`src/hdl/mpr_pkg.sv`:
```
// constants shared by the center-aligned motor pwm with reload and sync
//
// How it works
// - counter ticks every mclk (fast source) or every third mclk (system rate).
// - modulus register sets the half period; 4800 gives 10 kHz at 96 MHz.
// - dead time in pwm ticks separates top and bottom of each pair; default 192.
// - every opportunity, no half-cycle: reload only at period start.
// - half-cycle reload on: reload at period start and at midpoint.
// - sync pulse only with a period-start reload, never at midpoint.
// - reload frequency change changes the sync rate with it.
// - reload every N opportunities, N from 1 to 16, independent of half-cycle.
// - per-pair polarity; negative top means low output turns the upper switch on.
// - protection input zero, active high at reset (fault polarity bit), disables its assigned outputs.
// - fault raises the interrupt only when its enable bit is set.
// - sync pulse drives the programmable delay trigger output.
package mpr_pkg;
	// ==========================================================
	// register offsets
	localparam logic [7:0] ADDR_CTRL = 8'h00;
	localparam logic [7:0] ADDR_MOD  = 8'h04;
	localparam logic [7:0] ADDR_DEAD = 8'h08;
	localparam logic [7:0] ADDR_DUTY0 = 8'h0C;
	localparam logic [7:0] ADDR_DUTY1 = 8'h10;
	localparam logic [7:0] ADDR_DUTY2 = 8'h14;
	localparam logic [7:0] ADDR_FMAP = 8'h18;
	localparam logic [7:0] ADDR_STAT = 8'h1C;
	localparam logic [7:0] ADDR_CLR  = 8'h20;
	localparam logic [7:0] ADDR_IEN  = 8'h24;
	localparam logic [7:0] ADDR_CNTR = 8'h28;
	// ==========================================================
	// control register fields
	localparam int CTL_RUN        = 0;
	localparam int CTL_HALF       = 1;
	localparam int CTL_FREQ_LSB   = 2;
	localparam int CTL_FREQ_W     = 4;
	localparam int CTL_FAST       = 6;
	localparam int CTL_OUTEN      = 7;
	localparam int CTL_TOPNEG_LSB = 8;
	localparam int CTL_BOTNEG_LSB = 11;
	localparam int CTL_FLTPOL     = 14;
	// ==========================================================
	// status, clear and enable bit positions
	localparam int ST_FAULT  = 0;
	localparam int ST_RELOAD = 1;
	localparam int ST_SYNC   = 2;
	localparam int ST_W      = 3;
	// ==========================================================
	// reset values
	localparam logic [15:0] CTRL_RST = 16'h4740; // fast clock, top negative, fault high
	localparam logic [15:0] MOD_RST  = 16'h12C0; // 4800
	localparam logic [15:0] DEAD_RST = 16'h00C0; // 192
	localparam logic [15:0] DUTY_RST = 16'h0960; // 2400, half of the modulus
	localparam logic [15:0] FMAP_RST = 16'h003F; // all six outputs
	localparam logic [15:0] MOD_MIN  = 16'h0002;
	// ==========================================================
	// timing
	localparam int SLOW_DIV = 3; // system rate is a third of the fast source
endpackage : mpr_pkg

```
`src/hdl/mpr_dead_band.sv`:
```
// complementary pair generator with dead time
`timescale 1ns/1ps
`default_nettype none
module mpr_dead_band #(
	parameter int DW = 16
) (
	input  wire logic          mclk,
	input  wire logic          rst,
	input  wire logic          tick,
	input  wire logic          raw,
	input  wire logic [DW-1:0] dead,
	output logic               top_q,
	output logic               bot_q
);
	// a zero-width count could not hold any dead time
	if (DW < 1 || DW > 32) begin : g_bad_width
		$error("dead-time count width must be 1 to 32");
	end
	typedef struct packed {
		logic          cur;
		logic [DW-1:0] cnt;
		logic          top;
		logic          bot;
	} mpr_db_s;

	mpr_db_s s;
	mpr_db_s n;

	// ==========================================================
	// next state: both switches off for dead ticks after each edge
	always_comb begin
		n = s;
		if (tick) begin
			if (raw != s.cur) begin
				n.cur = raw;
				n.cnt = dead;
				n.top = raw && (dead == '0);
				n.bot = !raw && (dead == '0);
			end else if (s.cnt != '0) begin
				n.cnt = s.cnt - 1'b1;
				if (s.cnt == DW'(1)) begin
					n.top = s.cur;
					n.bot = !s.cur;
				end
			end
		end
	end

	// state register
	always_ff @(posedge mclk or posedge rst) begin
		if (rst) begin
			s     <= '0;
			s.bot <= 1'b1;
		end else begin
			s <= n;
		end
	end

	assign top_q = s.top;
	assign bot_q = s.bot;

	// ==========================================================
	// checks
	a_dead_overlap: assert property (@(posedge mclk) disable iff (rst)
		!(s.top && s.bot)) else $error("top and bottom on together");
	a_dead_wait: assert property (@(posedge mclk) disable iff (rst)
		$rose(s.top) && (dead != '0) |-> $past(!s.bot)) else $error("top on without gap");
endmodule : mpr_dead_band
`default_nettype wire

```
`src/hdl/mpr_pwm.sv`:
```
// center-aligned six-output motor pwm with reload, sync and fault protection
//
// Decided for this implementation: the plain strobed port and the placing of the registers.
`timescale 1ns/1ps
`default_nettype none
module mpr_pwm #(
	parameter int CW = 16
) (
	input  wire logic        mclk,
	input  wire logic        rst,
	input  wire logic [7:0]  addr,
	input  wire logic [31:0] wdata,
	input  wire logic        wr,
	input  wire logic        rd,
	output logic      [31:0] rdata,
	input  wire logic        protection_input_zero,
	output logic      [5:0]  pwm_out,
	output logic             reload_event,
	output logic             programmable_delay_trigger,
	output logic             irq
);
	// ==========================================================
	// elaboration check
	if (CW < 13 || CW > 16) begin : g_bad_width
		$error("counter width must hold 4800 and fit the 16-bit registers");
	end
	// the tick divider is two bits wide
	if (mpr_pkg::SLOW_DIV < 2 || mpr_pkg::SLOW_DIV > 4) begin : g_bad_div
		$error("slow tick divider must be 2 to 4");
	end

	typedef struct packed {
		logic                sy1;   // first synchroniser stage
		logic                sy2;
		logic [1:0]          div;
		logic                tick;
		logic [CW-1:0]       cnt;
		logic                down;
		logic [3:0]          ropp;
		logic [15:0]         ctrl;
		logic [CW-1:0]       mod_sh;
		logic [CW-1:0]       mod_act;
		logic [CW-1:0]       dead;
		logic [2:0][CW-1:0]  duty_sh;
		logic [2:0][CW-1:0]  duty_act;
		logic [5:0]          fmap;
		logic                flt;
		logic [2:0]          st;
		logic [2:0]          en;
		logic [5:0]          pwm;
		logic                irq;
		logic                reload;
		logic                sync;
		logic [31:0]         rdata;
	} mpr_state_s;

	mpr_state_s s;
	mpr_state_s n;

	logic       run;
	logic       start_ev;
	logic       mid_ev;
	logic       opp;
	logic       rel;
	logic       fa;
	logic [2:0] raw;
	logic [2:0] clr;
	logic [2:0] top;
	logic [2:0] bot;

	// ==========================================================
	// compare: active while cnt is within duty of the turning point
	function automatic logic above(input logic [CW-1:0] c, input logic [CW-1:0] d,
		input logic [CW-1:0] m);
		return ({1'b0, c} + {1'b0, d}) > {1'b0, m};
	endfunction : above

	// ==========================================================
	// dead-time pairs
	for (genvar i = 0; i < 3; i++) begin : g_pair
		mpr_dead_band #(.DW(CW)) u_db (
			.mclk  (mclk),
			.rst   (rst),
			.tick  (s.tick),
			.raw   (raw[i]),
			.dead  (s.dead),
			.top_q (top[i]),
			.bot_q (bot[i])
		);
	end

	// ==========================================================
	// next state
	always_comb begin
		n        = s;
		run      = s.ctrl[mpr_pkg::CTL_RUN];
		start_ev = s.tick && run && !s.down && (s.cnt == '0);
		mid_ev   = s.tick && run && !s.down && (s.cnt >= s.mod_act);
		opp      = start_ev || (mid_ev && s.ctrl[mpr_pkg::CTL_HALF]);
		rel      = opp && (s.ropp >= s.ctrl[mpr_pkg::CTL_FREQ_LSB +: mpr_pkg::CTL_FREQ_W]);
		fa       = (s.sy2 == s.ctrl[mpr_pkg::CTL_FLTPOL]);
		clr      = '0;
		for (int i = 0; i < 3; i++) begin
			raw[i] = run && (s.duty_act[i] != '0) && above(s.cnt, s.duty_act[i], s.mod_act);
		end

		// fault pin synchroniser
		// only the second stage is read; a pulse under one clock may be lost
		n.sy1 = protection_input_zero;
		n.sy2 = s.sy1;

		// pwm tick divider: fast source every clock, else every third
		// the tick is a one-cycle enable, so everything stays on mclk
		if (s.ctrl[mpr_pkg::CTL_FAST]) begin
			n.div  = '0;
			n.tick = 1'b1;
		end else begin
			n.div  = (s.div == 2'(mpr_pkg::SLOW_DIV - 1)) ? 2'd0 : s.div + 1'b1;
			n.tick = (s.div == 2'(mpr_pkg::SLOW_DIV - 1));
		end

		// up/down counter
		// the down slope restarts at mod - 1 so one period is exactly 2 * mod ticks
		if (!run) begin
			n.cnt  = '0;
			n.down = 1'b0;
			n.ropp = '0;
		end else if (s.tick) begin
			if (!s.down) begin
				if (s.cnt >= s.mod_act) begin
					n.down = 1'b1;
					n.cnt  = s.mod_act - 1'b1;
				end else begin
					n.cnt = s.cnt + 1'b1;
				end
			end else begin
				n.cnt = s.cnt - 1'b1;
				if (s.cnt == CW'(1)) begin
					n.down = 1'b0;
				end
			end
		end

		// reload opportunity counter
		if (opp) begin
			n.ropp = rel ? 4'd0 : s.ropp + 1'b1;
		end

		// buffered values load only on reload; modulus only at period start
		// a modulus change mid-period would leave the two halves unequal
		if (rel) begin
			n.duty_act = s.duty_sh;
			if (start_ev) begin
				n.mod_act = (s.mod_sh < CW'(mpr_pkg::MOD_MIN)) ? CW'(mpr_pkg::MOD_MIN) : s.mod_sh;
			end
		end
		n.reload = rel;
		n.sync   = rel && start_ev;

		// fault latch clears at a period start once the input is quiet
		if (fa) begin
			n.flt = 1'b1;
		end else if (start_ev || !run) begin
			n.flt = 1'b0;
		end

		// register writes
		if (wr) begin
			case (addr)
				mpr_pkg::ADDR_CTRL: begin
					n.ctrl = wdata[15:0];
				end
				mpr_pkg::ADDR_MOD: begin
					n.mod_sh = wdata[CW-1:0];
				end
				mpr_pkg::ADDR_DEAD: begin
					n.dead = wdata[CW-1:0];
				end
				mpr_pkg::ADDR_DUTY0: begin
					n.duty_sh[0] = wdata[CW-1:0];
				end
				mpr_pkg::ADDR_DUTY1: begin
					n.duty_sh[1] = wdata[CW-1:0];
				end
				mpr_pkg::ADDR_DUTY2: begin
					n.duty_sh[2] = wdata[CW-1:0];
				end
				mpr_pkg::ADDR_FMAP: begin
					n.fmap = wdata[5:0];
				end
				mpr_pkg::ADDR_CLR: begin
					clr = wdata[mpr_pkg::ST_W-1:0];
				end
				mpr_pkg::ADDR_IEN: begin
					n.en = wdata[mpr_pkg::ST_W-1:0];
				end
				default: begin
				end
			endcase
		end

		// sticky status: a new event beats a clear in the same cycle
		n.st = s.st & ~clr;
		n.st[mpr_pkg::ST_FAULT]  = n.st[mpr_pkg::ST_FAULT] | fa;
		n.st[mpr_pkg::ST_RELOAD] = n.st[mpr_pkg::ST_RELOAD] | rel;
		n.st[mpr_pkg::ST_SYNC]   = n.st[mpr_pkg::ST_SYNC] | (rel && start_ev);
		n.irq = |(n.st & n.en);

		// outputs: gate by enable and fault, then apply pair polarity
		for (int i = 0; i < 3; i++) begin
			n.pwm[2*i] = top[i] && s.ctrl[mpr_pkg::CTL_OUTEN] && !(s.flt && s.fmap[2*i]);
			n.pwm[2*i+1] = bot[i] && s.ctrl[mpr_pkg::CTL_OUTEN] && !(s.flt && s.fmap[2*i+1]);
			n.pwm[2*i] = n.pwm[2*i] ^ s.ctrl[mpr_pkg::CTL_TOPNEG_LSB + i];
			n.pwm[2*i+1] = n.pwm[2*i+1] ^ s.ctrl[mpr_pkg::CTL_BOTNEG_LSB + i];
		end

		// read data stand only in the cycle after the strobe
		n.rdata = '0;
		if (rd) begin
			case (addr)
				mpr_pkg::ADDR_CTRL:  n.rdata = {16'h0000, s.ctrl};
				mpr_pkg::ADDR_MOD:   n.rdata = 32'(s.mod_sh);
				mpr_pkg::ADDR_DEAD:  n.rdata = 32'(s.dead);
				mpr_pkg::ADDR_DUTY0: n.rdata = 32'(s.duty_sh[0]);
				mpr_pkg::ADDR_DUTY1: n.rdata = 32'(s.duty_sh[1]);
				mpr_pkg::ADDR_DUTY2: n.rdata = 32'(s.duty_sh[2]);
				mpr_pkg::ADDR_FMAP:  n.rdata = {26'h000_0000, s.fmap};
				mpr_pkg::ADDR_STAT:  n.rdata = {29'h0000_0000, s.st};
				mpr_pkg::ADDR_IEN:   n.rdata = {29'h0000_0000, s.en};
				mpr_pkg::ADDR_CNTR:  n.rdata = {s.sy2, s.flt, s.down, 13'h0000, 16'(s.cnt)};
				default:             n.rdata = '0;
			endcase
		end
	end

	// ==========================================================
	// state register
	always_ff @(posedge mclk or posedge rst) begin
		if (rst) begin
			s            <= '0;
			s.tick       <= mpr_pkg::CTRL_RST[mpr_pkg::CTL_FAST]; // matches the reset rate
			s.ctrl       <= mpr_pkg::CTRL_RST;
			s.mod_sh     <= CW'(mpr_pkg::MOD_RST);
			s.mod_act    <= CW'(mpr_pkg::MOD_RST);
			s.dead       <= CW'(mpr_pkg::DEAD_RST);
			s.duty_sh    <= {3{CW'(mpr_pkg::DUTY_RST)}};
			s.duty_act   <= {3{CW'(mpr_pkg::DUTY_RST)}};
			s.fmap       <= mpr_pkg::FMAP_RST[5:0];
			s.pwm        <= 6'h15; // tops negative: all switches off
		end else begin
			s <= n;
		end
	end

	assign rdata                      = s.rdata;
	assign pwm_out                    = s.pwm;
	assign reload_event               = s.reload;
	assign programmable_delay_trigger = s.sync;
	assign irq                        = s.irq;

	// ==========================================================
	// checks
	a_sync_with_reload: assert property (@(posedge mclk) disable iff (rst)
		s.sync |-> s.reload) else $error("sync without reload");
	a_mid_no_sync: assert property (@(posedge mclk) disable iff (rst)
		s.reload && s.down |-> !s.sync) else $error("sync at midpoint");
	a_reload_no_half: assert property (@(posedge mclk) disable iff (rst)
		s.reload && !$past(s.ctrl[mpr_pkg::CTL_HALF]) |-> s.sync) else $error("midpoint reload");
	a_fault_blocks: assert property (@(posedge mclk) disable iff (rst)
		s.flt && s.fmap[0] |=> pwm_out[0] == $past(s.ctrl[mpr_pkg::CTL_TOPNEG_LSB]))
		else $error("faulted output driven");
	a_irq_fault: assert property (@(posedge mclk) disable iff (rst)
		s.st[mpr_pkg::ST_FAULT] && s.en[mpr_pkg::ST_FAULT] |-> irq) else $error("fault irq lost");
	a_duty_hold: assert property (@(posedge mclk) disable iff (rst)
		$changed(s.duty_act) |-> s.reload) else $error("duty changed without reload");
	a_count_bound: assert property (@(posedge mclk) disable iff (rst)
		s.cnt <= s.mod_act) else $error("counter past modulus");
	a_fast_tick: assert property (@(posedge mclk) disable iff (rst)
		s.ctrl[mpr_pkg::CTL_FAST] && $past(s.ctrl[mpr_pkg::CTL_FAST]) |-> s.tick)
		else $error("fast source missed a tick");

	// half-cycle reload at every opportunity reloads at the midpoint, without sync
	a_half_mid: assert property (@(posedge mclk) disable iff (rst)
		s.tick && s.ctrl[mpr_pkg::CTL_RUN] && !s.down && (s.cnt >= s.mod_act)
		&& s.ctrl[mpr_pkg::CTL_HALF]
		&& (s.ctrl[mpr_pkg::CTL_FREQ_LSB +: mpr_pkg::CTL_FREQ_W] == 4'h0)
		|=> reload_event && !programmable_delay_trigger)
		else $error("midpoint reload missing");

	// every period start at one reload per opportunity fires the delay trigger
	a_start_sync: assert property (@(posedge mclk) disable iff (rst)
		s.tick && s.ctrl[mpr_pkg::CTL_RUN] && !s.down && (s.cnt == '0)
		&& (s.ctrl[mpr_pkg::CTL_FREQ_LSB +: mpr_pkg::CTL_FREQ_W] == 4'h0)
		|=> reload_event && programmable_delay_trigger)
		else $error("period start without sync");

	// a stopped counter raises no reload
	a_stop_quiet: assert property (@(posedge mclk) disable iff (rst)
		!s.ctrl[mpr_pkg::CTL_RUN] |=> !reload_event) else $error("reload while stopped");

	// an active synchronised fault pin latches the fault and its status bit
	a_fault_latch: assert property (@(posedge mclk) disable iff (rst)
		(s.sy2 == s.ctrl[mpr_pkg::CTL_FLTPOL]) |=> s.flt && s.st[mpr_pkg::ST_FAULT])
		else $error("fault not latched");

	// the modulus in use never drops below the floor
	a_mod_floor: assert property (@(posedge mclk) disable iff (rst)
		s.mod_act >= CW'(mpr_pkg::MOD_MIN)) else $error("modulus below floor");

	// at the system rate ticks never come on two clocks in a row
	a_slow_tick: assert property (@(posedge mclk) disable iff (rst)
		!s.ctrl[mpr_pkg::CTL_FAST] && s.tick |=> !s.tick)
		else $error("slow tick too fast");
endmodule : mpr_pwm
`default_nettype wire

```
`config.mk`:
```
export PLATFORM = sky130hd
export DESIGN_NAME = mpr_pwm
export DESIGN_NICKNAME = d
export VERILOG_FILES = /design/src/hdl/mpr_pkg.sv /design/src/hdl/mpr_dead_band.sv /design/src/hdl/mpr_pwm.sv
export SDC_FILE = /design/constraint.sdc
export NUM_CORES = 1
export LEC_CHECK = 0
export BUFFER_PORTS_ARGS = -buffer_cell sky130_fd_sc_hd__buf_2
export CAP_MARGIN = 25
export CELL_PAD_IN_SITES_DETAIL_PLACEMENT = 1
export CELL_PAD_IN_SITES_GLOBAL_PLACEMENT = 1
export CORE_MARGIN = 1
export CORE_UTILIZATION = 53
export DETAILED_ROUTE_END_ITERATION = 7
export PLACE_DENSITY = 0.88
export SLEW_MARGIN = 15
export SYNTH_ARGS = -nofsm -noshare
export SYNTH_HDL_FRONTEND = slang
export SYNTH_SLANG_ARGS = --single-unit
export TNS_END_PERCENT = 50
```
`constraint.sdc`:
```
create_clock -name mclk -period 21.1 [get_ports mclk]
set_input_delay 2.11 -clock mclk [delete_from_list [all_inputs] [get_ports mclk]]
set_output_delay 2.11 -clock mclk [all_outputs]
set_load 0.01 [all_outputs]
```
# Word-level counts from Yosys, hierarchy flattened
# Cells that the tools add are included.
# word_totals
wordCells	204
out_inout_bits	41
register_bits	297
inputBits	45
# op_classes
n_reduce_logical	87
addsub	11
muxes	29
n_eq_ne	21
n_lt_le_gt_ge	6
bitwise_logic	12
# op_table
cell	n
$pmux 32 s10	1
$mux 18	6
$reduce_bool 16->1	6
$sub 16x1->16 const B	5
$eq 16x1->1 const B	4
$add 16x16->17	3
$gt 17x16->1	3
$mux 17	3
$logic_and 1x1->1	37
$eq 8x5->1 const B	4
$logic_not 16->1	2
$mux 16	2
$mux 32	1
$reduce_and 2->1	14
$eq 8x6->1 const B	3
$add 16x1->16 const B	1
$eq 8x4->1 const B	2
$ge 16x16->1	1
$lt 16x2->1 const B	1
$mux 3	5
$logic_not 1->1	14
$reduce_bool 2->1	7
$mux 4	3
$reduce_and 3->1	3
other kinds (17)	35

# Longest topological paths before layout
# depth
ltp_word	10
mapped_depth	22
mapped_depth_nobuf	21

# By module
# Synthesis repeated with hierarchy kept, for this count alone.
# unflattened
cells_unflattened	1874
area_unflattened_um2	18754.2
# modules_own_cells
module	area_per_inst_um2	cells_each	n_inst	seq_area_each_um2
mpr_pwm	14824.2	1414	1	5741.8
mpr_dead_band at g_pair[0].u_db ...	1306.3	153	2	476.7
mpr_dead_band at g_pair[2].u_db	1317.5	154	1	476.7

# Least setup slack after synthesis
# No wires, ideal clock.
# synth_path
path_type	reg-to-reg
start	reg s[219] in the netlist's numbering
end	reg g_pair[0].u_db.s[16] in the netlist's numbering
n_path_buf	0
required_time_ns	20.975
slack_ns	16.642
arrival_ns	4.333
setup_ns	0.125
path_stages_with_launch	20
synth_period_minus_slack_ns	4.458
path_cell_list	dfrtp_1 ha_1 inv_1 fa_1 nor2b_1 o31ai_1 a21oi_1 or4_1 a31o_2 a21oi_1 xnor2_1 ha_1 and3_1 a221oi_1 o21ai_0 o22ai_1 a31oi_4 xor2_4 and2_1 mux2_2
# synth_between
elab_chain_cells	6
elab_cells_between_ends	7
classes_between	1 x add/sub; 1 x order compare; 1 x eq/ne; 1 x mux; 3 x reduce/logical
# synth_rtl
item	line	rtl
start: declaration	mpr_pwm.sv:57	mpr_state_s s;
start signal: assignment	mpr_pwm.sv:251	s <= n;
$add 16x16->17 *	mpr_pwm.sv:75	return ({1'b0, c} + {1'b0, d}) > {1'b0, m};
$gt 17x16->1 *	mpr_pwm.sv:75	
$logic_and 1x1->1 *	mpr_pwm.sv:104	raw[i] = run && (s.duty_act[i] != '0) && above(s.cnt, s.duty_act[i], s.mod_act);
$ne 1x1->1 *	mpr_dead_band.sv:34	if (raw != s.cur) begin
$reduce_bool 2->1 (no source line)	n/a	
$reduce_and 2->1 (no source line)	n/a	
end signal: assignment	mpr_dead_band.sv:55	s <= n;
end: declaration	mpr_dead_band.sv:26	mpr_db_s s;
# Every way passes the cells marked *; elsewhere a longest branch is shown, timed or not.
# A chain may end at the register's enable or synchronous reset.

# Worst setup path in the final report
# layout_path
start	reg s[220] in the netlist's numbering
end	reg g_pair[0].u_db.s[17] in the netlist's numbering
# The elaborated chain is that of the path after synthesis.

==> results.json <==
{
  "status": "complete, no violations",
  "grt_pass1_vias": 16365,
  "fin_cells": 2270,
  "postCtsResizedCells": 0,
  "die_y_um": 185.8,
  "slew-limit-headroom_pct": 23.74,
  "rr_worst_depth": 19,
  "clock_path_buffers": 3,
  "grt_pass1_wl_um": 96420,
  "post-route-util_pct": 59.48,
  "placement.cell_area_mm2": 0.01833,
  "clkSinkCount": 284,
  "antenna_found_initial": 2,
  "crit_chain": "ha_1 > a21o_1 > a21o_1 > a21oi_1 > o21ai_0 > a41oi_1 > a21oi_1 > o21a_1 > nor2_1 > xnor2_1 > ha_1 > and3_1 > a221oi_1 > o21ai_0 > o22ai_1 > a31oi_4 > xor2_4 > and2_1 > mux2_2",
  "maxCapViolCount": 0,
  "numPortBuffers": 56,
  "yosysWarnings": 0,
  "grt_usage_pct": 36.91,
  "routed-wl-met3_um": 5386,
  "finalNetCount": 1976,
  "cp_slowest_cell": "xor2_4",
  "synth_edf_count": 0,
  "numPlacedInstances": 2205,
  "ff2ff_setup_slack_ps": 15020,
  "firstDrtPassIters": 7,
  "avgSynthCellArea_um2": 10.05,
  "mappedNetlistArea_mm2": 0.01790,
  "wirelength_um": 62400,
  "drt_iter0_drc": 1691,
  "worstPathArrival_ps": 6500,
  "min_path_type": "reg2reg",
  "start_kind": "flip-flop",
  "tightestPinTransition_ps": 1141,
  "ctsHoldBuffers": 0,
  "cp_max_fo": 25,
  "top_layer_used": "met4",
  "min_path_cells": 0,
  "skew_ps": 25.39,
  "fmax_ghz": 0.1644,
  "rsz0062_at_grt": "no",
  "ir_worst_vdd_mv": 0.06689,
  "synth_ff_type": "dfrtp_1",
  "vias": 15571,
  "clk_latency_ps": 540,
  "slew_viol_final": 0,
  "r2r_end": "g_pair[0].u_db.s[17]$_DFFE_PP0P_",
  "ys_async_sr_fraction_pct": 100.0,
  "synth_top_area_share_pct": 32.44,
  "slowest_delay_ps": 750,
  "rows": 66,
  "die_width_um": 185.8,
  "root_buffer": "clkbuf_16",
  "period_share_pct": 28.83,
  "min_to": "s[238]$_DFF_PP0_",
  "yosys.area.top_type": "dfrtp_1",
  "cts_tree": "built",
  "gp_congestion": 0.9393,
  "finalSetupViolCount": 0,
  "power.density_mw_per_mm2": 89.96,
  "crit_type": "reg2reg",
  "leakagePower_nw": 9.120,
  "drive_gt1_share_pct": 20.63,
  "worstHoldStart": "n[238]$_DFF_PP0_",
  "holdWs_ps": 363.8,
  "n_fill_cell": 3636,
  "ys_top_cells_by_area": "dfrtp_1 32%, mux2_2 9.8%, ha_1 8.9%",
  "wire_per_inst_um": 27.49,
  "pin_count": 86,
  "r2r-start": "s[220]$_DFFE_PP0P_",
  "htree_levels": 2,
  "fp.coreArea_mm2": 0.03287,
  "path_buf_inv": 0,
  "ys_ff_latch": 284,
  "dieArea_mm2": 0.03451,
  "synth_cell_types": 84,
  "grt_overflow_total": 0,
  "grt_max_degree": 81,
  "dp_hpwl_um": 42650,
  "yosysSeqAreaShare_pct": 40.07,
  "worst_setup_path_end_kind": "flip-flop",
  "drc_errors": 0,
  "hold_viol_final": 0,
  "area_growth_syn_to_layout_pct": 9.221,
  "wl_met1_um": 24740,
  "wl_met2_um": 29200,
  "clk_pin_slew_ps": 60,
  "syn_inst": 1781,
  "setup_tns_ps": 0,
  "post-route-min-period_ps": 6083,
  "finalInstanceArea_mm2": 0.01955,
  "cts_buffers": 34,
  "critPathRequiredTime_ps": 21520,
  "crit_family": "compound AO/OA/AOI/OAI gates",
  "post_cts_buffers": 0,
  "avgViaCountPerCell": 6.859,
  "ant_nets": 0,
  "initial_core_util_pct": 54.45
}
-- final cells by class --
cell class | instances | area [um2] | share of cell area, %
Clock inverter | 17 | 216.5 | 1.107
Multi-Input combinational cell | 1331 | 9889 | 50.59
Tap cell | 442 | 553.0 | 2.829
Clock buffer | 45 | 963.4 | 4.929
Inverter | 70 | 270.3 | 1.383
Sequential cell | 284 | 7172 | 36.69
Timing Repair Buffer | 80 | 480.5 | 2.458
Antenna cell | 1 | 2.502 | 0.01280
-- cell usage in the layout (no fill, tap or decap), types with 10 or more instances in the layout --
cell type,synthesis,layout
o2bb2ai_1,14,14
a31oi_1,23,23
o22ai_1,10,10
a22o_1,12,12
xor2_1,13,13
or4_1,12,12
nor4_1,40,40
nand2_1,130,130
and2_1,11,11
mux2i_1,33,33
mux2_2,156,156
ha_1,127,127
a222oi_1,10,10
nor3_1,38,38
dfrtp_1,232,232
o31ai_1,14,14
a221oi_1,12,12
clkbuf_16,0,35
a21o_1,28,28
nand3_1,50,50
a211oi_1,12,12
conb_1,1,13
inv_1,69,68
o21ai_0,95,95
buf_2,8,56
nand2b_1,16,16
and3_1,24,24
nor2_1,101,100
nor2b_1,11,11
xnor2_1,60,60
buf_4,44,22
a21oi_1,83,83
nand4_1,22,22
dfstp_2,52,52
a22oi_1,41,41
-- registers in the layout, indices dropped and copies added (netlist names) --
| name | flops |
|---|---|
| g_pair.u_db.top_q | 3 |
| irq | 1 |
| programmable_delay_trigger | 1 |
| s | 197 |
| run | 1 |
| g_pair.u_db.s | 51 |
| rdata | 19 |
| pwm_out | 6 |
| g_pair.u_db.bot_q | 3 |
| reload_event | 1 |
| n | 1 |
-- through the flow --
| stage | setup WS (ps) | power, mW |
|---|---|---|
| floorplan | 11240 | 0.9764 |
| global placement | 15450 | 1.072 |
| detailed placement | 15260 | 1.108 |
| CTS | 15190 | 1.743 |
| global route | 14890 | 1.823 |
| finish | 15020 | 1.759 |
-- worst max-delay path by stage --
| stage | from | endpoint | slack, ps | cells past startpoint |
|---|---|---|---|---|
| after global placement | s[220]$_DFFE_PP0P_ | g_pair[0].u_db.s[17]$_DFFE_PP0P_ | 15450 | 18 |
| final | s[220]$_DFFE_PP0P_ | g_pair[0].u_db.s[17]$_DFFE_PP0P_ | 15020 | 19 |
| after detailed placement | s[220]$_DFFE_PP0P_ | g_pair[0].u_db.s[17]$_DFFE_PP0P_ | 15260 | 18 |
| after global routing | s[220]$_DFFE_PP0P_ | g_pair[0].u_db.s[17]$_DFFE_PP0P_ | 14890 | 19 |
| after floorplan | rst | g_pair[0].u_db.s[10]$_DFFE_PP0P_ | 11240 | 1 |
| after CTS | s[220]$_DFFE_PP0P_ | g_pair[0].u_db.s[17]$_DFFE_PP0P_ | 15190 | 19 |
-- logic make-up after synthesis --
group	synth area share, %
simple gates	14.00
compound gates	16.11
flops	40.07
mux	11.66
buf+inv	4.943
fa+ha+maj	9.214
xor+xnor	3.971
other cells	0.02095
-- cell usage after synthesis, drive strengths merged (11+ instances only) --
master / count
o21ai: 97
nand4: 22
nand3: 50
nor2: 103
a22o: 12
and3: 24
xor2: 15
a31oi: 25
or4: 14
mux2: 156
a21o: 28
clkbuf: 47
inv: 69
and2: 12
nor2b: 11
buf: 61
nand2: 131
nand2b: 16
a22oi: 41
dfrtp: 232
a211oi: 12
ha: 127
o2bb2ai: 14
dfstp: 52
mux2i: 33
o31ai: 14
a21oi: 84
nor4: 41
a221oi: 12
xnor2: 61
nor3: 38
-- routing by layer --
metal | vias up | GRT usage [%]
met5 | - | 0
met3 | 221 | 6.809
met2 | 854 | 59.49
met1 | 7887 | 47.23
met4 | 0 | 19.28
li1 | 6609 | -
-- worst register-to-register path, cell delays in order, from the launching register on --
cell and delay, ps:
dfrtp_1 690, ha_1 350, a21o_1 200, a21o_1 210
a21oi_1 220, o21ai_0 280, a41oi_1 470, a21oi_1 190
o21a_1 210, nor2_1 120, xnor2_1 160, ha_1 280
and3_1 190, a221oi_1 280, o21ai_0 150, o22ai_1 230
a31oi_4 240, xor2_4 760, and2_1 370, mux2_2 380
-- report_power, final --
part           total (mW)  internal, mW  switching [mW]  leakage (nW)
Clock               0.629         0.374           0.255         0.580
Sequential          0.684         0.608          0.0759          3.68
Combinational       0.446         0.161           0.285          4.86
Total                1.76          1.14           0.616          9.12
Power figures use the tool's default switching activity.
